$ cat src/verilog/swl_pkg.sv
// Package for the single-wire link start-up listener.
// Assumes a 10 MHz system clock and an AXI4-Lite register bus.
package swl_pkg;

  // Link mode field values
  typedef enum logic [2:0] {
    MODE_OFF     = 3'h0,
    MODE_WINDOW  = 3'h1,
    MODE_DIGITAL = 3'h2,
    MODE_VOLT5   = 3'h3,
    MODE_VOLT10  = 3'h4,
    MODE_LOOP2W  = 3'h5,
    MODE_LOOP3W  = 3'h6
  } link_mode_t;

  // Clock and window timing
  localparam int unsigned CLOCK_HZ          = 10_000_000;
  localparam int unsigned WINDOW_MS         = 200;
  localparam int unsigned WINDOW_CYCLES     = (CLOCK_HZ / 1000) * WINDOW_MS;

  // Register byte offsets
  localparam logic [7:0] CTRL_OFFSET        = 8'h00;
  localparam logic [7:0] ADDR_OFFSET        = 8'h04;
  localparam logic [7:0] STATUS_OFFSET      = 8'h08;

  // Control register fields
  localparam int unsigned MODE_LSB          = 0;
  localparam int unsigned WINSEL_BIT        = 4;
  localparam int unsigned NODE_EN_BIT       = 8;
  localparam int unsigned GROUP_EN_BIT      = 9;

  // Address register fields
  localparam int unsigned NODE_ADDR_LSB     = 0;
  localparam int unsigned GROUP_ADDR_LSB    = 8;

  // Status register fields
  localparam int unsigned ST_LISTEN_BIT     = 0;
  localparam int unsigned ST_ANALOG_OUTPUT_BIT       = 1;
  localparam int unsigned ST_DEDIC_BIT      = 2;
  localparam int unsigned ST_START_BIT      = 3;
  localparam int unsigned ST_EXPIRED_BIT    = 4;
  localparam int unsigned ST_PHASE_LSB      = 5;

  // Reset values
  localparam logic [2:0] MODE_RESET         = 3'h0;
  localparam logic [7:0] NODE_ADDR_RESET    = 8'h28;
  localparam logic [7:0] GROUP_ADDR_VALUE   = 8'h00; // Arbitrary fixed value

  // AXI response codes
  localparam logic [1:0] RESP_OKAY          = 2'h0;
  localparam logic [1:0] RESP_SLVERR        = 2'h2;

endpackage
$ cat src/verilog/single_wire_startup_listener.sv
// Start-up and listening logic of the single-wire configuration link.
// Assumes all pin inputs are synchronous to clock; protocol decoding lives elsewhere.
`timescale 1ns/1ps

// Operation
// - Mode off disables the link completely; pin activity is ignored.
// - Window mode accepts the start-up command on either pin only within the 200 ms window whose phase matches winsel.
// - Digital mode listens only on the shared analog-output pin.
// - Voltage mode, 5 V range, listens only on the dedicated link input pin.
// - Voltage mode, 10 V range, listens only on the dedicated link input pin.
// - Two-wire current loop listens only on the dedicated link input pin.
// - Group addressing unsupported; its enable stays off, its address is read-only.
// - Node addressing has an enable, disabled after reset.
// - Node address is writable and resets to 0x28.
module single_wire_startup_listener
  import swl_pkg::*;
(
  input  wire logic        clock,
  input  wire logic        rst,
  // AXI4-Lite slave
  input  wire logic [7:0]  s_axi_awaddr,
  input  wire logic        s_axi_awvalid,
  output logic             s_axi_awready,
  input  wire logic [31:0] s_axi_wdata,
  input  wire logic [3:0]  s_axi_wstrb,
  input  wire logic        s_axi_wvalid,
  output logic             s_axi_wready,
  output logic [1:0]       s_axi_bresp,
  output logic             s_axi_bvalid,
  input  wire logic        s_axi_bready,
  input  wire logic [7:0]  s_axi_araddr,
  input  wire logic        s_axi_arvalid,
  output logic             s_axi_arready,
  output logic [31:0]      s_axi_rdata,
  output logic [1:0]       s_axi_rresp,
  output logic             s_axi_rvalid,
  input  wire logic        s_axi_rready,
  // Link pins (received levels)
  input  wire logic        shared_analog_output_pin,
  input  wire logic        dedicated_link_input_pin,
  // Start-up command recognised by the frame decoder
  input  wire logic        startup_command,
  // Towards the link decoder
  output logic             link_rx,
  output logic             link_listening,
  output logic             node_addressing_enable,
  output logic [7:0]       node_address
);

  // Registers
  link_mode_t  mode_q;
  logic        winsel_q;
  logic        node_en_q;
  logic [7:0]  node_addr_q;
  logic [31:0] win_cnt_q;
  logic        phase_q;        // Which window is running
  logic        started_q;
  logic        expired_q;
  logic        aw_held_q;
  logic        w_held_q;
  logic [7:0]  awaddr_q;
  logic [31:0] wdata_q;
  logic [3:0]  wstrb_q;
  logic        bvalid_q;
  logic [1:0]  bresp_q;
  logic        rvalid_q;
  logic [31:0] rdata_q;
  logic [1:0]  rresp_q;

  // Pin selection per mode
  wire mode_window  = (mode_q == MODE_WINDOW);
  wire use_analog_output     = (mode_q == MODE_DIGITAL) || mode_window;
  wire use_dedic    = (mode_q == MODE_VOLT5) || (mode_q == MODE_VOLT10)
                    || (mode_q == MODE_LOOP2W) || (mode_q == MODE_LOOP3W)
                    || mode_window;
  wire win_open     = mode_window && !started_q && !expired_q;
  wire listen       = (mode_q != MODE_OFF) && (!mode_window || win_open || started_q);
  wire win_end      = (win_cnt_q == WINDOW_CYCLES - 1);
  wire in_chosen    = (phase_q == winsel_q);
  wire start_seen   = win_open && in_chosen && startup_command;

  // In single-pin modes the other pin is masked low out of the OR so its noise never reaches the decoder; window mode ORs both pins
  assign link_rx        = listen ? ((use_analog_output && shared_analog_output_pin)
                                   || (use_dedic && dedicated_link_input_pin)) : 1'b1;
  assign link_listening = listen;
  assign node_addressing_enable = node_en_q;
  assign node_address   = node_addr_q;

  // Window timer: two channel windows of 200 ms each, then silence
  always_ff @(posedge clock) begin
    if (rst || !mode_window || started_q || expired_q) begin
      win_cnt_q <= '0;
    end else if (win_end) begin
      win_cnt_q <= '0;
    end else begin
      win_cnt_q <= win_cnt_q + 32'h1;
    end
  end

  // Window phase, start-up capture and expiry
  always_ff @(posedge clock) begin
    if (rst || !mode_window) begin
      phase_q   <= 1'b0;
      started_q <= 1'b0;
      expired_q <= 1'b0;
    end else begin
      if (start_seen) begin
        started_q <= 1'b1;
      end
      if (win_open && win_end && !start_seen) begin
        if (phase_q) begin
          expired_q <= 1'b1;
        end
        phase_q <= 1'b1;
      end
    end
  end

  // Write channel capture, address and data in either order
  wire do_write = aw_held_q && w_held_q && !bvalid_q;
  assign s_axi_awready = !aw_held_q;
  assign s_axi_wready  = !w_held_q;
  always_ff @(posedge clock) begin
    if (rst) begin
      aw_held_q <= 1'b0;
      w_held_q  <= 1'b0;
      awaddr_q  <= 8'h00;
      wdata_q   <= 32'h0000_0000;
      wstrb_q   <= 4'h0;
    end else begin
      if (s_axi_awvalid && !aw_held_q) begin
        aw_held_q <= 1'b1;
        awaddr_q  <= s_axi_awaddr;
      end else if (do_write) begin
        aw_held_q <= 1'b0;
      end
      if (s_axi_wvalid && !w_held_q) begin
        w_held_q <= 1'b1;
        wdata_q  <= s_axi_wdata;
        wstrb_q  <= s_axi_wstrb;
      end else if (do_write) begin
        w_held_q <= 1'b0;
      end
    end
  end

  // Register writes; the group addressing bits are not stored at all
  wire wr_ctrl  = do_write && (awaddr_q[7:2] == CTRL_OFFSET[7:2]);
  wire wr_addr  = do_write && (awaddr_q[7:2] == ADDR_OFFSET[7:2]);
  wire wr_ok    = wr_ctrl || wr_addr || (awaddr_q[7:2] == STATUS_OFFSET[7:2]);
  wire [2:0] new_mode = wdata_q[MODE_LSB +: 3];
  always_ff @(posedge clock) begin
    if (rst) begin
      mode_q      <= link_mode_t'(MODE_RESET);
      winsel_q    <= 1'b0;
      node_en_q   <= 1'b0;
      node_addr_q <= NODE_ADDR_RESET;
    end else begin
      if (wr_ctrl && wstrb_q[0] && new_mode != 3'h7) begin
        mode_q   <= link_mode_t'(new_mode);
        winsel_q <= wdata_q[WINSEL_BIT];
      end
      if (wr_ctrl && wstrb_q[1]) begin
        node_en_q <= wdata_q[NODE_EN_BIT];
      end
      if (wr_addr && wstrb_q[0]) begin
        node_addr_q <= wdata_q[NODE_ADDR_LSB +: 8];
      end
    end
  end

  // Write response
  assign s_axi_bvalid = bvalid_q;
  assign s_axi_bresp  = bresp_q;
  always_ff @(posedge clock) begin
    if (rst) begin
      bvalid_q <= 1'b0;
      bresp_q  <= RESP_OKAY;
    end else if (do_write) begin
      bvalid_q <= 1'b1;
      bresp_q  <= wr_ok ? RESP_OKAY : RESP_SLVERR;
    end else if (s_axi_bready) begin
      bvalid_q <= 1'b0;
    end
  end

  // Read mux
  logic [31:0] ctrl_word;
  logic [31:0] addr_word;
  logic [31:0] status_word;
  always_comb begin
    ctrl_word = 32'h0000_0000;
    ctrl_word[MODE_LSB +: 3]  = mode_q;
    ctrl_word[WINSEL_BIT]     = winsel_q;
    ctrl_word[NODE_EN_BIT]    = node_en_q;
    ctrl_word[GROUP_EN_BIT]   = 1'b0;
    addr_word = 32'h0000_0000;
    addr_word[NODE_ADDR_LSB +: 8]  = node_addr_q;
    addr_word[GROUP_ADDR_LSB +: 8] = GROUP_ADDR_VALUE;
    status_word = 32'h0000_0000;
    status_word[ST_LISTEN_BIT]  = listen;
    status_word[ST_ANALOG_OUTPUT_BIT]    = listen && use_analog_output;
    status_word[ST_DEDIC_BIT]   = listen && use_dedic;
    status_word[ST_START_BIT]   = started_q;
    status_word[ST_EXPIRED_BIT] = expired_q;
    status_word[ST_PHASE_LSB]   = phase_q;
  end

  wire rd_ctrl = (s_axi_araddr[7:2] == CTRL_OFFSET[7:2]);
  wire rd_addr = (s_axi_araddr[7:2] == ADDR_OFFSET[7:2]);
  wire rd_stat = (s_axi_araddr[7:2] == STATUS_OFFSET[7:2]);
  wire [31:0] rd_word = rd_ctrl ? ctrl_word : rd_addr ? addr_word
                      : rd_stat ? status_word : 32'h0000_0000;
  wire do_read = s_axi_arvalid && !rvalid_q;

  // Read channel: one cycle to answer, held until taken
  assign s_axi_arready = !rvalid_q;
  assign s_axi_rvalid  = rvalid_q;
  assign s_axi_rdata   = rdata_q;
  assign s_axi_rresp   = rresp_q;
  always_ff @(posedge clock) begin
    if (rst) begin
      rvalid_q <= 1'b0;
      rdata_q  <= 32'h0000_0000;
      rresp_q  <= RESP_OKAY;
    end else if (do_read) begin
      rvalid_q <= 1'b1;
      rdata_q  <= rd_word;
      rresp_q  <= (rd_ctrl || rd_addr || rd_stat) ? RESP_OKAY : RESP_SLVERR;
    end else if (s_axi_rready) begin
      rvalid_q <= 1'b0;
    end
  end

endmodule

$ cat config.mk
export PLATFORM = sky130hd
export DESIGN_NAME = single_wire_startup_listener
export DESIGN_NICKNAME = d
export VERILOG_FILES = /design/src/verilog/swl_pkg.sv /design/src/verilog/single_wire_startup_listener.sv
export SDC_FILE = /design/constraint.sdc
export NUM_CORES = 1
export LEC_CHECK = 0
export BUFFER_PORTS_ARGS = -buffer_cell sky130_fd_sc_hd__buf_2
export CORE_ASPECT_RATIO = 0.9
export CORE_UTILIZATION = 52
export DETAILED_ROUTE_END_ITERATION = 16
export PLACE_DENSITY_LB_ADDON = 0.25
export SYNTH_ARGS = -nofsm -noshare
export SYNTH_HDL_FRONTEND = slang
export SYNTH_SLANG_ARGS = --single-unit
$ cat constraint.sdc
create_clock -name clock -period 2.52 [get_ports clock]
set_clock_uncertainty 0.2 [all_clocks]
set_input_delay 0 -clock clock [delete_from_list [all_inputs] [get_ports clock]]
set_output_delay 0 -clock clock [all_outputs]
set_load 0.01 [all_outputs]
**After elaboration in Yosys (flattened, before gate mapping)**

Cells that the tools add are included.

- Bits in registers: 107
- Bits in latches: 0
- Bits in writable memories: 0
- Bits in read-only memories: 0
- Bits of input ports: 62
- Output and inout port bits: 52
- Word-level logic and storage cells: 99
- Memories kept: 0

- Add/sub/neg operators: 1
- Multipliers: 0
- Div/mod/pow operators: 0
- Order comparisons: 0
- Eq/ne operators: 13
- Shifts and indexed selects: 0
- Muxes and demuxes: 13
- Bitwise gates (word level): 0
- Reductions and logical operators: 54

Operators with widths:

| kind | count |
|---|---|
| 32-bit by 1-bit adder with 32-bit output (second input constant) | 1 |
| 32-bit by 21-bit equality test with 1-bit output (second input constant) | 1 |
| 1-bit logical AND | 22 |
| 1-bit logical OR | 15 |
| 6-bit by 1-bit equality test with 1-bit output (second input constant) | 2 |
| 6-bit by 2-bit equality test with 1-bit output (second input constant) | 2 |
| 6-bit zero test | 2 |
| 3-bit equality test (second input constant) | 3 |
| 9-bit 2-to-1 mux | 1 |
| 1-bit zero test | 8 |
| 1-bit 2-to-1 mux | 8 |
| 8-bit 2-to-1 mux | 1 |
| 2-bit nonzero test | 4 |
| 3-bit by 2-bit equality test with 1-bit output (second input constant) | 2 |
| 6-bit 2-to-1 mux | 1 |
| 2-bit 2-to-1 mux | 2 |
| 3-bit by 1-bit equality test with 1-bit output (second input constant) | 1 |
| 3-bit != test (second input constant) | 1 |
| 3-bit nonzero test | 1 |
| 2-bit AND reduction | 1 |
| 2-bit OR reduction | 1 |
| 1-bit equality test | 1 |

**Longest topological paths before layout**

Gate-level depths: netlist (run 1).

- Depth after elaboration: 10
- Depth in mapped cells: 7
- Gate-level depth less buffers: 5

**Worst setup path before layout (run 1)**

Ideal clock, no wire load.

- Path kind: flip-flop to flip-flop
- Start point: register win_cnt_q[0]
- End point: register win_cnt_q[22]
- Library setup time: 0.125 ns
- Data arrival time: 1.661 ns
- Required time: 2.195 ns
- Path slack: 0.533 ns
- Stages on the path, launching flop included: 8
- Buffers on the path: 2
- Clock period less this slack: 1.987 ns
- Path through: dfxtp_1 ha_1 and3_1 buf_4 nand4_1 o31ai_2 buf_6 a21oi_2

- Longest elaborated chain between the ends: 2
- Elaborated cells on any way between the ends: 3
- Classes of those cells: add/sub (1); eq/ne (1); reduce/logical (1)

RTL lines:

| what | RTL line | RTL |
|---|---|---|
| from (decl) | single_wire_startup_listener.sv:55 | `logic [31:0] win_cnt_q;` |
| from (signal assigned) | single_wire_startup_listener.sv:96 | `win_cnt_q <= win_cnt_q + 32'h1;` |
| parallel branches: the longest is 2 deep, another holds 32-bit by 1-bit adder with 32-bit output | -- |  |

Parallel ways; which one is timed is not known.
A chain may end at the register's enable or synchronous reset.

**Worst setup path in the final report (run 1)**

- Start point: register win_cnt_q[0]
- End point: register win_cnt_q[16]

Same word-level chain as after synthesis.

==> key figures, run 1 <==
Timing
  • Worst slew margin: 0.496
  • Finish-stage setup viols: 0
  • Final Worst Setup Slack: 0.306 ns
  • Fmax: 0.452 GHz
  • Slew Limit Fails: 0
  • Setup Total Neg Slack: 0 ns
  • Period utilisation layout: 0.879
  • Worst slew pin tran: 0.754 ns
  • Min cycle time layout: 2.21 ns
  • RSZ-0062 raised after global routing: no
  • Final Hold Vio Count: 0

Global route
  • Gr ovfl total: 0
  • Overall Global Routing Usage: 0.228
  • First-pass GRT wire length: 14.4 mm
  • Largest net degree at the start of global routing: 49
  • Vias in the first global route: 3137
  • Antenna violations before repair: 0

Die
  • Die area: 7870 um2
  • Die H: 84.3 um
  • DIE WIDTH: 93.4 um
  • Num rows: 29
  • Ports: 114
  • Starting Density: 0.547
  • Core footprint: 7150 um2

Placed design
  • Post-DP HPWL: 5.60 mm
  • Setup WS pre-CTS: 0.316 ns
  • Final RePlAce weighted congestion: 0.808
  • PortBufs: 59

Route
  • DR iter-0 viols: 136
  • Highest routed layer: met4
  • DRT Wirelength: 8.43 mm
  • Antenna Nets Post-Route: 0
  • WL met1: 3.94 mm
  • Routed wl met2: 3.89 mm
  • DRC viols: 0
  • DRT Pass-1 Iters: 4
  • Wire length on met3: 445 um
  • Vias post-DR: 3349
  • Vias/cell: 5.50
  • WL/cell: 13.8 um

Logic synthesis
  • Primary FF master, synth: dfxtp_1
  • Sequential share of the synthesized area: 0.409
  • Synthesized cell area: 3910 um2
  • EDFF count, synth: 0
  • Synth Warn #: 0
  • Yosys cell types: 59
  • Syn_area_per_cell: 8.99 um2
  • Post-Syn Instances: 435
  • Asr flop ratio synth: 0
  • Yosys reg bits: 80

CTS
  • CTS buffer count: 9
  • H-tree levels: 3
  • CTS tree: built
  • Worst-skew pair later-pin latency: 0.35 ns
  • Post-CTS Resized: 0
  • Clock Sink Count: 80
  • Max clock buf depth: 2
  • Clock root buffer: clkbuf_8
  • Worst-path clk slew: 0.08 ns

Final layout
  • Most frequent cells in the layout: dfxtp_1 (80), buf_2 (59), nor2_1 (39), nand2_1 (39), dlygate4sd3_1 (27)
  • Commonest non-fill, non-tap cell in the layout: dfxtp_1
  • Layout cells sized above 1: 0.236
  • Antenna Cells: 0
  • FILL cells: 589
  • Layout Nets: 574
  • Synthesis-to-layout area growth: 16.8%

Outcome
  • Outcome: finished clean

Worst setup path
  • Crit-path max FO: 32
  • Worst path required time: 2.56 ns
  • Crit. End Element: register
  • Slowest stage delay, CP: 0.42 ns
  • Worst Setup Start Kind: register
  • Cell Chain, Critical Path: ha_1 > and3_1 > nand4_1 > o31ai_4 > buf_12 > nor2_1
  • Kind of critical path: reg -> reg
  • Crit path max-delay cell type: dfxtp_1
  • WP data arrival: 2.26 ns

Power
  • Worst IR Drop VDD: 0.276 mV
  • Power Dens Cells: 517 nW/um2
  • P_leak: 1.70 nW

Flow run
  • Max cap viols: 0

Worst hold path
  • Hold Crit Class: in -> reg
==> metrics by stage <==
stage	hold WS (ns)	instance area, um2	instances	util	power [mW]
4_1_cts	0.0120	4570	609	0.639	2.38
6_report	0.0151	4570	609	0.639	2.36
5_1_grt	0.0491	4570	609	0.639	2.47
3_3_place_gp	-0.00928	4120	566	0.577	1.52
2_1_floorplan	-0.0999	4000	459	-	1.49
3_5_place_dp	0.00429	4120	566	0.577	1.52
==> layout make-up <==
| cell class | instances | area [um2] | share of cell area |
|---|---|---|---|
| clock inverter | 7 | 48.8 | 0.0107 |
| clock buffer | 9 | 124 | 0.0271 |
| inverter | 8 | 30.0 | 0.00658 |
| timing repair buffer | 88 | 593 | 0.130 |
| tap | 93 | 116 | 0.0255 |
| multi-input combinational | 324 | 2050 | 0.450 |
| sequential | 80 | 1600 | 0.351 |
==> sequential cells by signal (all words and copies together) (netlist names) <==
signal and cells:
started_q 1, phase_q 1, node_addressing_enable 1, node_address 8
wdata_q 9, s_axi_bresp 1, wstrb_q 2, s_axi_bvalid 1
expired_q 1, awaddr_q 6, win_cnt_q 32, s_axi_rdata 9
mode_q 3, aw_held_q 1, w_held_q 1, winsel_q 1
s_axi_rvalid 1, s_axi_rresp 1
==> Yosys cell counts (6+ instances only) <==
cell      count  area [um2]
nor3_1       19        95.1
a21oi_1      24         120
or4_1        12        90.1
o31ai_1      12        90.1
dfxtp_1      80        1600
a21oi_2      12         105
nor2_1       39         146
buf_4        28         210
xnor2_1       9        78.8
nand4_1       9        56.3
nand3_1      17        85.1
nor4_1        6        37.5
nand2_1      39         146
mux2i_1      13         130
clkbuf_1      8        30.0
inv_1         8        30.0
xor2_1        8        70.1
nor2_2       10        62.6
==> final timing paths <==
check,cells past startpoint,start,end,slack [ns]
setup / recovery,6,win_cnt_q[0],win_cnt_q[16],0.31
setup reg to reg,6,win_cnt_q[0],win_cnt_q[16],0.31
hold reg to reg,2,s_axi_rresp[1],s_axi_rresp[1],0.26
hold / removal,4,s_axi_arvalid,s_axi_rdata[5],0.02
==> where the power goes <==
part | switching [mW] | total (mW) | internal (mW)
logic | 0.114 | 0.209 | 0.0952
clock network | 0.483 | 0.837 | 0.355
registers | 0.0224 | 1.32 | 1.29
==> per-layer routing <==
metal | track usage | up-vias
li1 | - | 1671
met1 | 0.293 | 1561
met2 | 0.374 | 101
met3 | 0.0625 | 16
met4 | 0.0685 | 0
met5 | 0 | -
==> logic make-up (layout without fill, tap and decap cells) <==
family                     count (synthesis)  in the layout  share of synthesized area
AOI/OAI and AO/OA                         71             71                      0.128
muxes                                     14             14                     0.0361
buffers and inverters                     55            112                     0.0908
adders and majority gates                  1              1                    0.00320
and+or+nand+nor                          196            196                      0.294
DFF                                       80             80                      0.409
xor gates and xnor gates                  17             17                     0.0381
other                                      1             25                   0.000959
==> repair_timing <==
| item | 4_1_cts | 5_1_grt |
|---|---|---|
| hold endpoints to repair | 56 | 0 |
| hold buffers | 27 | 0 |
| setup buffers | 0 | 0 |
==> critical path: cells and delay by family, from the launching register on <==
family	cells	cell delay, ns
AND/OR/NAND/NOR	3	0.71
flip-flops	1	0.42
AO/OA/AOI/OAI	1	0.27
buffers and inverters	1	0.25
adder cells (fa/ha/maj)	1	0.23
Power figures use the tool's default switching activity.
==> inputs of run 2 (changes only) <==
--- a/config.mk
+++ b/config.mk
@@ -6,8 +6,10 @@
 export NUM_CORES = 1
 export LEC_CHECK = 0
 export BUFFER_PORTS_ARGS = -buffer_cell sky130_fd_sc_hd__buf_2
+export CELL_PAD_IN_SITES_DETAIL_PLACEMENT = 0
+export CELL_PAD_IN_SITES_GLOBAL_PLACEMENT = 1
 export CORE_ASPECT_RATIO = 0.9
-export CORE_UTILIZATION = 52
+export CORE_UTILIZATION = 38
 export DETAILED_ROUTE_END_ITERATION = 16
 export PLACE_DENSITY_LB_ADDON = 0.25
 export SYNTH_ARGS = -nofsm -noshare
==> key figures, run 2 (synthesis results as in run 1) <==
Placed design
  • Final RePlAce weighted congestion: 0.816 (+1.0%)
  • Post-DP Area: 4170 um2 (+1.2%)
  • Post-DP HPWL: 5.94 mm (+5.9%)
  • PortBufs: 59 (unchanged)

Timing
  • Final Hold Vio Count: 0 (unchanged)
  • Fmax: 0.456 GHz (+1.0%)
  • RSZ-0062 raised after global routing: no
  • Period utilisation layout: 0.870 (-0.00905)
  • Finish-stage setup viols: 0 (unchanged)
  • Min cycle time layout: 2.19 ns (-0.0228 ns)
  • Worst slew pin tran: 0.651 ns (-0.104 ns)
  • WHS: 0.0151 ns (+0.0000812 ns)
  • Worst slew margin: 0.565 (+0.0692)
  • Setup Total Neg Slack: 0 ns (unchanged)
  • Slew Limit Fails: 0 (unchanged)

Worst setup path
  • Kind of critical path: reg -> reg
  • WP data arrival: 2.21 ns (-0.05 ns)
  • Worst path required time: 2.53 ns (-0.03 ns)
  • Crit-path max FO: 32 (unchanged)
  • Slowest stage delay, CP: 0.40 ns (-0.02 ns)
  • Worst Setup Start Kind: register
  • Cell Chain, Critical Path: ha_1 > and3_1 > nand4_1 > o31ai_4 > buf_12 > nor2_1
  • Crit path buf inv count: 1 (unchanged)
  • Crit path max-delay cell type: dfxtp_1
  • Delay-heaviest family, CP: simple AND/OR/NAND/NOR gates
  • Crit. End Element: register

CTS
  • Worst-path clk slew: 0.06 ns (-0.02 ns)
  • CTS tree: built
  • CTS buffer count: 9 (unchanged)
  • Clock root buffer: clkbuf_16
  • Clock Sink Count: 80 (unchanged)
  • Max clock buf depth: 2 (unchanged)
  • Setup Buffers After CTS: 0 (unchanged)
  • H-tree levels: 3 (unchanged)
  • Worst-skew pair later-pin latency: 0.33 ns (-0.02 ns)

Global route
  • First-pass GRT wire length: 14.6 mm (+1.7%)
  • Overall Global Routing Usage: 0.172 (-0.0567)
  • Vias in the first global route: 3105 (-1.0%)
  • Antenna violations before repair: 0 (unchanged)
  • Gr ovfl total: 0 (unchanged)
  • Largest net degree at the start of global routing: 49 (unchanged)

Route
  • DRT Wirelength: 8.65 mm (+2.6%)
  • DR iter-0 viols: 110 (-19%)
  • WL/cell: 13.4 um (-2.9%)
  • DRC viols: 0 (unchanged)
  • Vias/cell: 5.09 (-7.5%)
  • Vias post-DR: 3271 (-2.3%)
  • DRT Pass-1 Iters: 4 (unchanged)
  • Antenna Nets Post-Route: 0 (unchanged)

Die
  • DIE WIDTH: 109 um (+17%)
  • Die area: 10700 um2 (+36%)
  • Core footprint: 9830 um2 (+37%)
  • Num rows: 34 (+17%)
  • Die H: 98.2 um (+17%)
  • Starting Density: 0.398 (-0.149)
  • Ports: 114 (unchanged)

Power
  • P_leak: 1.76 nW (+3.8%)
  • Worst IR Drop VDD: 0.310 mV (+12%)
  • Flop pwr share: 0.464 (-0.093)
  • Power Dens Cells: 599 nW/um2 (+16%)
  • Internal power: 2.19 mW (+26%)
  • Switching Fraction: 0.228 (-0.0337)
  • Combinational share of power: 0.074 (-0.014)
  • Switching power: 648 uW (+4.7%)
  • Clk pwr share: 0.462 (+0.108)

Flow run
  • Max cap viols: 0 (unchanged)

Outcome
  • Outcome: finished clean

Final layout
  • Max reg flops: 32 (unchanged)
  • Reg area: 1600 um2 (unchanged)
  • Most frequent cells in the layout: dfxtp_1 (80), buf_2 (59), nor2_1 (39), nand2_1 (39), dlygate4sd3_1 (27)
  • Commonest non-fill, non-tap cell in the layout: dfxtp_1
  • Layout Nets: 575 (+0.17%)
  • Largest Register: win_cnt_q
  • Final cell area excluding filler cells: 4740 um2 (+3.9%)
  • Footprint of the multi-input gates: 2050 um2 (unchanged)
  • Layout cells sized above 1: 0.234 (-0.00239)
  • Antenna Cells: 0 (unchanged)
  • FILL cells: 973 (+65%)
  • Synthesis-to-layout area growth: 21.3%

Worst hold path
  • Hold Crit Class: in -> reg
[run 2: cell count changes in the layout (fill, tap and decap cells not counted)]
| cell | before | now |
|---|---|---|
| buf_4 | 1 | 2 |
| bufinv_16 | 0 | 1 |
| clkbuf_1 | 0 | 2 |
| clkbuf_16 | 0 | 9 |
| clkbuf_8 | 9 | 1 |
| clkinv_2 | 2 | 0 |
| clkinvlp_4 | 4 | 2 |
[run 2: worst paths after layout]
kind                   from             end  slack, ns  cells after the start
max            win_cnt_q[0]   win_cnt_q[13]       0.33                      6
min                     rst   win_cnt_q[30]       0.02                      5
max reg2reg    win_cnt_q[0]   win_cnt_q[13]       0.33                      6
min reg2reg  s_axi_rresp[1]  s_axi_rresp[1]       0.26                      2
[run 2: metrics by stage]
step,power (mW),setup slack [ns],instances,utilization
global route,2.96,0.180,643,0.483
global placement,1.52,0.356,600,0.425
detailed placement,1.53,0.327,600,0.425
finish,2.84,0.329,643,0.483
floorplan,1.49,0.533,459,-
CTS,2.87,0.302,643,0.483
[run 2: what timing repair did]
action                    4_1_cts  5_1_grt
hold buffers                   27        0
gates resized for setup         0        0
hold endpoints to repair       27        0
[run 2: power groups by stage]
| stage | combinational [mW] | sequential, mW | clock (mW) |
|---|---|---|---|
| after floorplan | 0.141 | 1.35 | 0 |
| after global placement | 0.178 | 1.35 | 0 |
| after detailed placement | 0.179 | 1.35 | 0 |
| after CTS | 0.211 | 1.32 | 1.34 |
| after global routing | 0.236 | 1.32 | 1.40 |
| final | 0.211 | 1.32 | 1.31 |
[run 2: tightest hold or removal path, cell delays in order]
cell and delay, ns:
buf_2 0.10, nor4_1 0.07, o31ai_4 0.07, buf_12 0.22, a21oi_2 0.04
[run 2: layout make-up]
type / count / share of cell area
Clock buffer: 12 / 0.0520
Tap cell: 126 / 0.0332
Sequential cell: 80 / 0.338
Clock inverter: 4 / 0.0113
Inverter: 8 / 0.00633
Timing Repair Buffer: 89 / 0.127
Multi-Input combinational cell: 324 / 0.433
[run 2: layer usage]
metal / up-vias / track usage / share of wire
li1: 1669 / - / -
met1: 1517 / 0.239 / 0.52
met2: 78 / 0.264 / 0.43
met3: 7 / 0.0407 / 0.042
met4: 0 / 0.0447 / 0.0083
met5: - / 0 / 0
==> inputs of run 3 (changes only) <==
--- a/config.mk
+++ b/config.mk
@@ -11,7 +11,7 @@
 export CORE_ASPECT_RATIO = 0.9
 export CORE_UTILIZATION = 38
 export DETAILED_ROUTE_END_ITERATION = 16
-export PLACE_DENSITY_LB_ADDON = 0.25
+export PLACE_DENSITY = 0.85
 export SYNTH_ARGS = -nofsm -noshare
 export SYNTH_HDL_FRONTEND = slang
 export SYNTH_SLANG_ARGS = --single-unit
==> key figures, run 3 (synthesis results as in run 1) <==
Worst hold path
  • Worst hold path depth: 5 (unchanged)
  • Hold path startpoint: rst
  • Hold Crit Class: in -> reg
  • Worst Hold Path EP: win_cnt_q[31]

Route
  • DRC viols: 0 (unchanged)
  • DR iter-0 viols: 155 (+41%)
  • Highest routed layer: met4
  • Routed wl met2: 3.61 mm (-2.8%)
  • DRT Pass-1 Iters: 4 (unchanged)
  • Wire length on met3: 429 um (+19%)
  • WL/cell: 12.7 um (-5.4%)
  • WL met1: 4.01 mm (-11%)
  • Vias post-DR: 3290 (+0.58%)
  • Antenna Nets Post-Route: 0 (unchanged)
  • DRT Wirelength: 8.17 mm (-5.5%)
  • Vias/cell: 5.12 (+0.74%)

Timing
  • Slew Limit Fails: 0 (unchanged)
  • Fmax: 0.459 GHz (+0.58%)
  • Period utilisation layout: 0.865 (-0.00498)
  • Worst slew pin tran: 0.669 ns (+0.0177 ns)
  • Worst slew margin: 0.553 (-0.0118)
  • Setup Total Neg Slack: 0 ns (unchanged)
  • RSZ-0062 raised after global routing: no
  • Min cycle time layout: 2.18 ns (-0.0125 ns)
  • Finish-stage setup viols: 0 (unchanged)
  • Final Hold Vio Count: 0 (unchanged)

Outcome
  • Outcome: finished clean

Global route
  • Antenna violations before repair: 0 (unchanged)
  • First-pass GRT wire length: 13.8 mm (-5.7%)
  • Vias in the first global route: 2988 (-3.8%)
  • Largest net degree at the start of global routing: 49 (unchanged)
  • Overall Global Routing Usage: 0.161 (-0.0111)
  • Gr ovfl total: 0 (unchanged)

Worst setup path
  • RR Endpoint: win_cnt_q[12]
  • Crit-path max FO: 32 (unchanged)
  • Crit path buf inv count: 1 (unchanged)
  • WP data arrival: 2.20 ns (about the same)
  • R2R depth: 6 (unchanged)
  • Crit. End Element: register
  • Flop2flop setup slack: 0.34 ns (about the same)
  • Crit path max-delay cell type: dfxtp_1
  • Kind of critical path: reg -> reg
  • Worst Setup Start Kind: register
  • Worst path required time: 2.54 ns (about the same)
  • Delay-heaviest family, CP: simple AND/OR/NAND/NOR gates
  • Worst R2R Start: win_cnt_q[0]
  • Cell Chain, Critical Path: ha_1 > and3_1 > nand4_1 > o31ai_4 > buf_12 > nor2_1
  • Slowest stage delay, CP: 0.40 ns (about the same)

Final layout
  • Layout Nets: 574 (-0.17%)
  • Max reg flops: 32 (unchanged)
  • Antenna Cells: 0 (unchanged)
  • Most frequent cells in the layout: dfxtp_1 (80), buf_2 (59), nor2_1 (39), nand2_1 (39), dlygate4sd3_1 (26)
  • Commonest non-fill, non-tap cell in the layout: dfxtp_1
  • Layout cells sized above 1: 0.236 (+0.00239)
  • Non-filler cells, final: 642 (-0.16%)
  • Synthesis-to-layout area growth: 21.5%
  • Largest Register: win_cnt_q

Power
  • Clk pwr share: 0.476 (+0.014)
  • Switching Fraction: 0.223 (-0.00495)
  • Power Dens Cells: 614 nW/um2 (+2.6%)
  • Internal power: 2.27 mW (+3.4%)
  • Worst IR Drop VDD: 0.308 mV (-0.69%)
  • Flop pwr share: 0.452 (-0.012)
  • Combinational share of power: 0.072 (-0.002)
  • Switching power: 652 uW (+0.52%)
  • P_leak: 1.78 nW (+0.69%)

CTS
  • Setup Buffers After CTS: 0 (unchanged)
  • CTS tree: built
  • H-tree levels: 3 (unchanged)
  • Clock root buffer: clkbuf_16
  • Clock Sink Count: 80 (unchanged)
  • Post-CTS Resized: 0 (unchanged)
  • CTS buffer count: 9 (unchanged)
  • Worst-skew pair later-pin latency: 0.33 ns (about the same)
  • Hold buffer count at CTS: 26 (-3.7%)
  • Max clock buf depth: 2 (unchanged)
  • Worst-path clk slew: 0.06 ns (about the same)

Die
  • Core footprint: 9830 um2 (unchanged)
  • Num rows: 34 (unchanged)
  • Starting Density: 0.398 (unchanged)
  • Die H: 98.2 um (unchanged)
  • DIE WIDTH: 109 um (unchanged)
  • Ports: 114 (unchanged)
  • Die area: 10700 um2 (unchanged)

Placed design
  • Final RePlAce weighted congestion: 0.845 (+3.5%)
  • Post-DP HPWL: 5.74 mm (-3.3%)
  • Dpl cells: 600 (unchanged)
  • PortBufs: 59 (unchanged)

Flow run
  • Max cap viols: 0 (unchanged)
[run 3: cell count changes in the layout (fill, tap and decap cells not counted)]
cell | previous run | this run
clkbuf_8 | 1 | 0
inv_6 | 0 | 2
clkinv_2 | 0 | 1
clkbuf_1 | 2 | 1
clkinv_4 | 1 | 0
clkinvlp_4 | 2 | 1
bufinv_16 | 1 | 2
dlygate4sd3_1 | 27 | 26
[run 3: routing by layer]
layer / GRT usage / vias to the layer above
met5: 0 / -
met3: 0.0347 / 12
met4: 0.0655 / 0
li1: - / 1669
met2: 0.247 / 79
met1: 0.217 / 1530
[run 3: stage by stage]
step | cell area (um2) | util | worst slack [ns] | power [mW] | hold slack [ns]
after floorplan | 4000 | - | 0.533 | 1.49 | -0.0999
after global placement | 4170 | 0.425 | 0.358 | 1.52 | -0.00723
after detailed placement | 4170 | 0.425 | 0.349 | 1.52 | -0.00948
after CTS | 4750 | 0.484 | 0.339 | 2.95 | 0.0125
after global routing | 4750 | 0.484 | 0.184 | 3.03 | 0.0443
final | 4750 | 0.484 | 0.341 | 2.92 | 0.0128
[run 3: worst max path at each step]
| stage | start | to | slack [ns] | cells past startpoint |
|---|---|---|---|---|
| final | win_cnt_q[0] | win_cnt_q[12] | 0.34 | 6 |
| after global routing | win_cnt_q[0] | win_cnt_q[16] | 0.18 | 6 |
| after CTS | win_cnt_q[0] | win_cnt_q[12] | 0.34 | 6 |
| after detailed placement | win_cnt_q[0] | win_cnt_q[12] | 0.35 | 6 |
| after global placement | win_cnt_q[0] | win_cnt_q[15] | 0.36 | 6 |
| after floorplan | win_cnt_q[0] | win_cnt_q[22] | 0.53 | 7 |
[run 3: worst min-delay path: stages]
cell and delay, ns:
buf_2 0.11, nor4_1 0.07, o31ai_4 0.07, buf_12 0.21, a21oi_2 0.04
[run 3: power groups by stage]
stage | clock network (mW) | registers, mW | logic (mW)
global route | 1.48 | 1.32 | 0.234
detailed placement | 0 | 1.35 | 0.179
global placement | 0 | 1.34 | 0.175
finish | 1.39 | 1.32 | 0.210
CTS | 1.43 | 1.32 | 0.209
floorplan | 0 | 1.35 | 0.141
[run 3: final cells by class]
type                            instances  area [um2]
Sequential cell                        80        1600
Clock inverter                          6        90.1
Tap cell                              126         158
Inverter                                8        30.0
Clock buffer                           10         229
Multi-Input combinational cell        324        2050
Fill cell                             964        5070
Timing Repair Buffer                   88         591
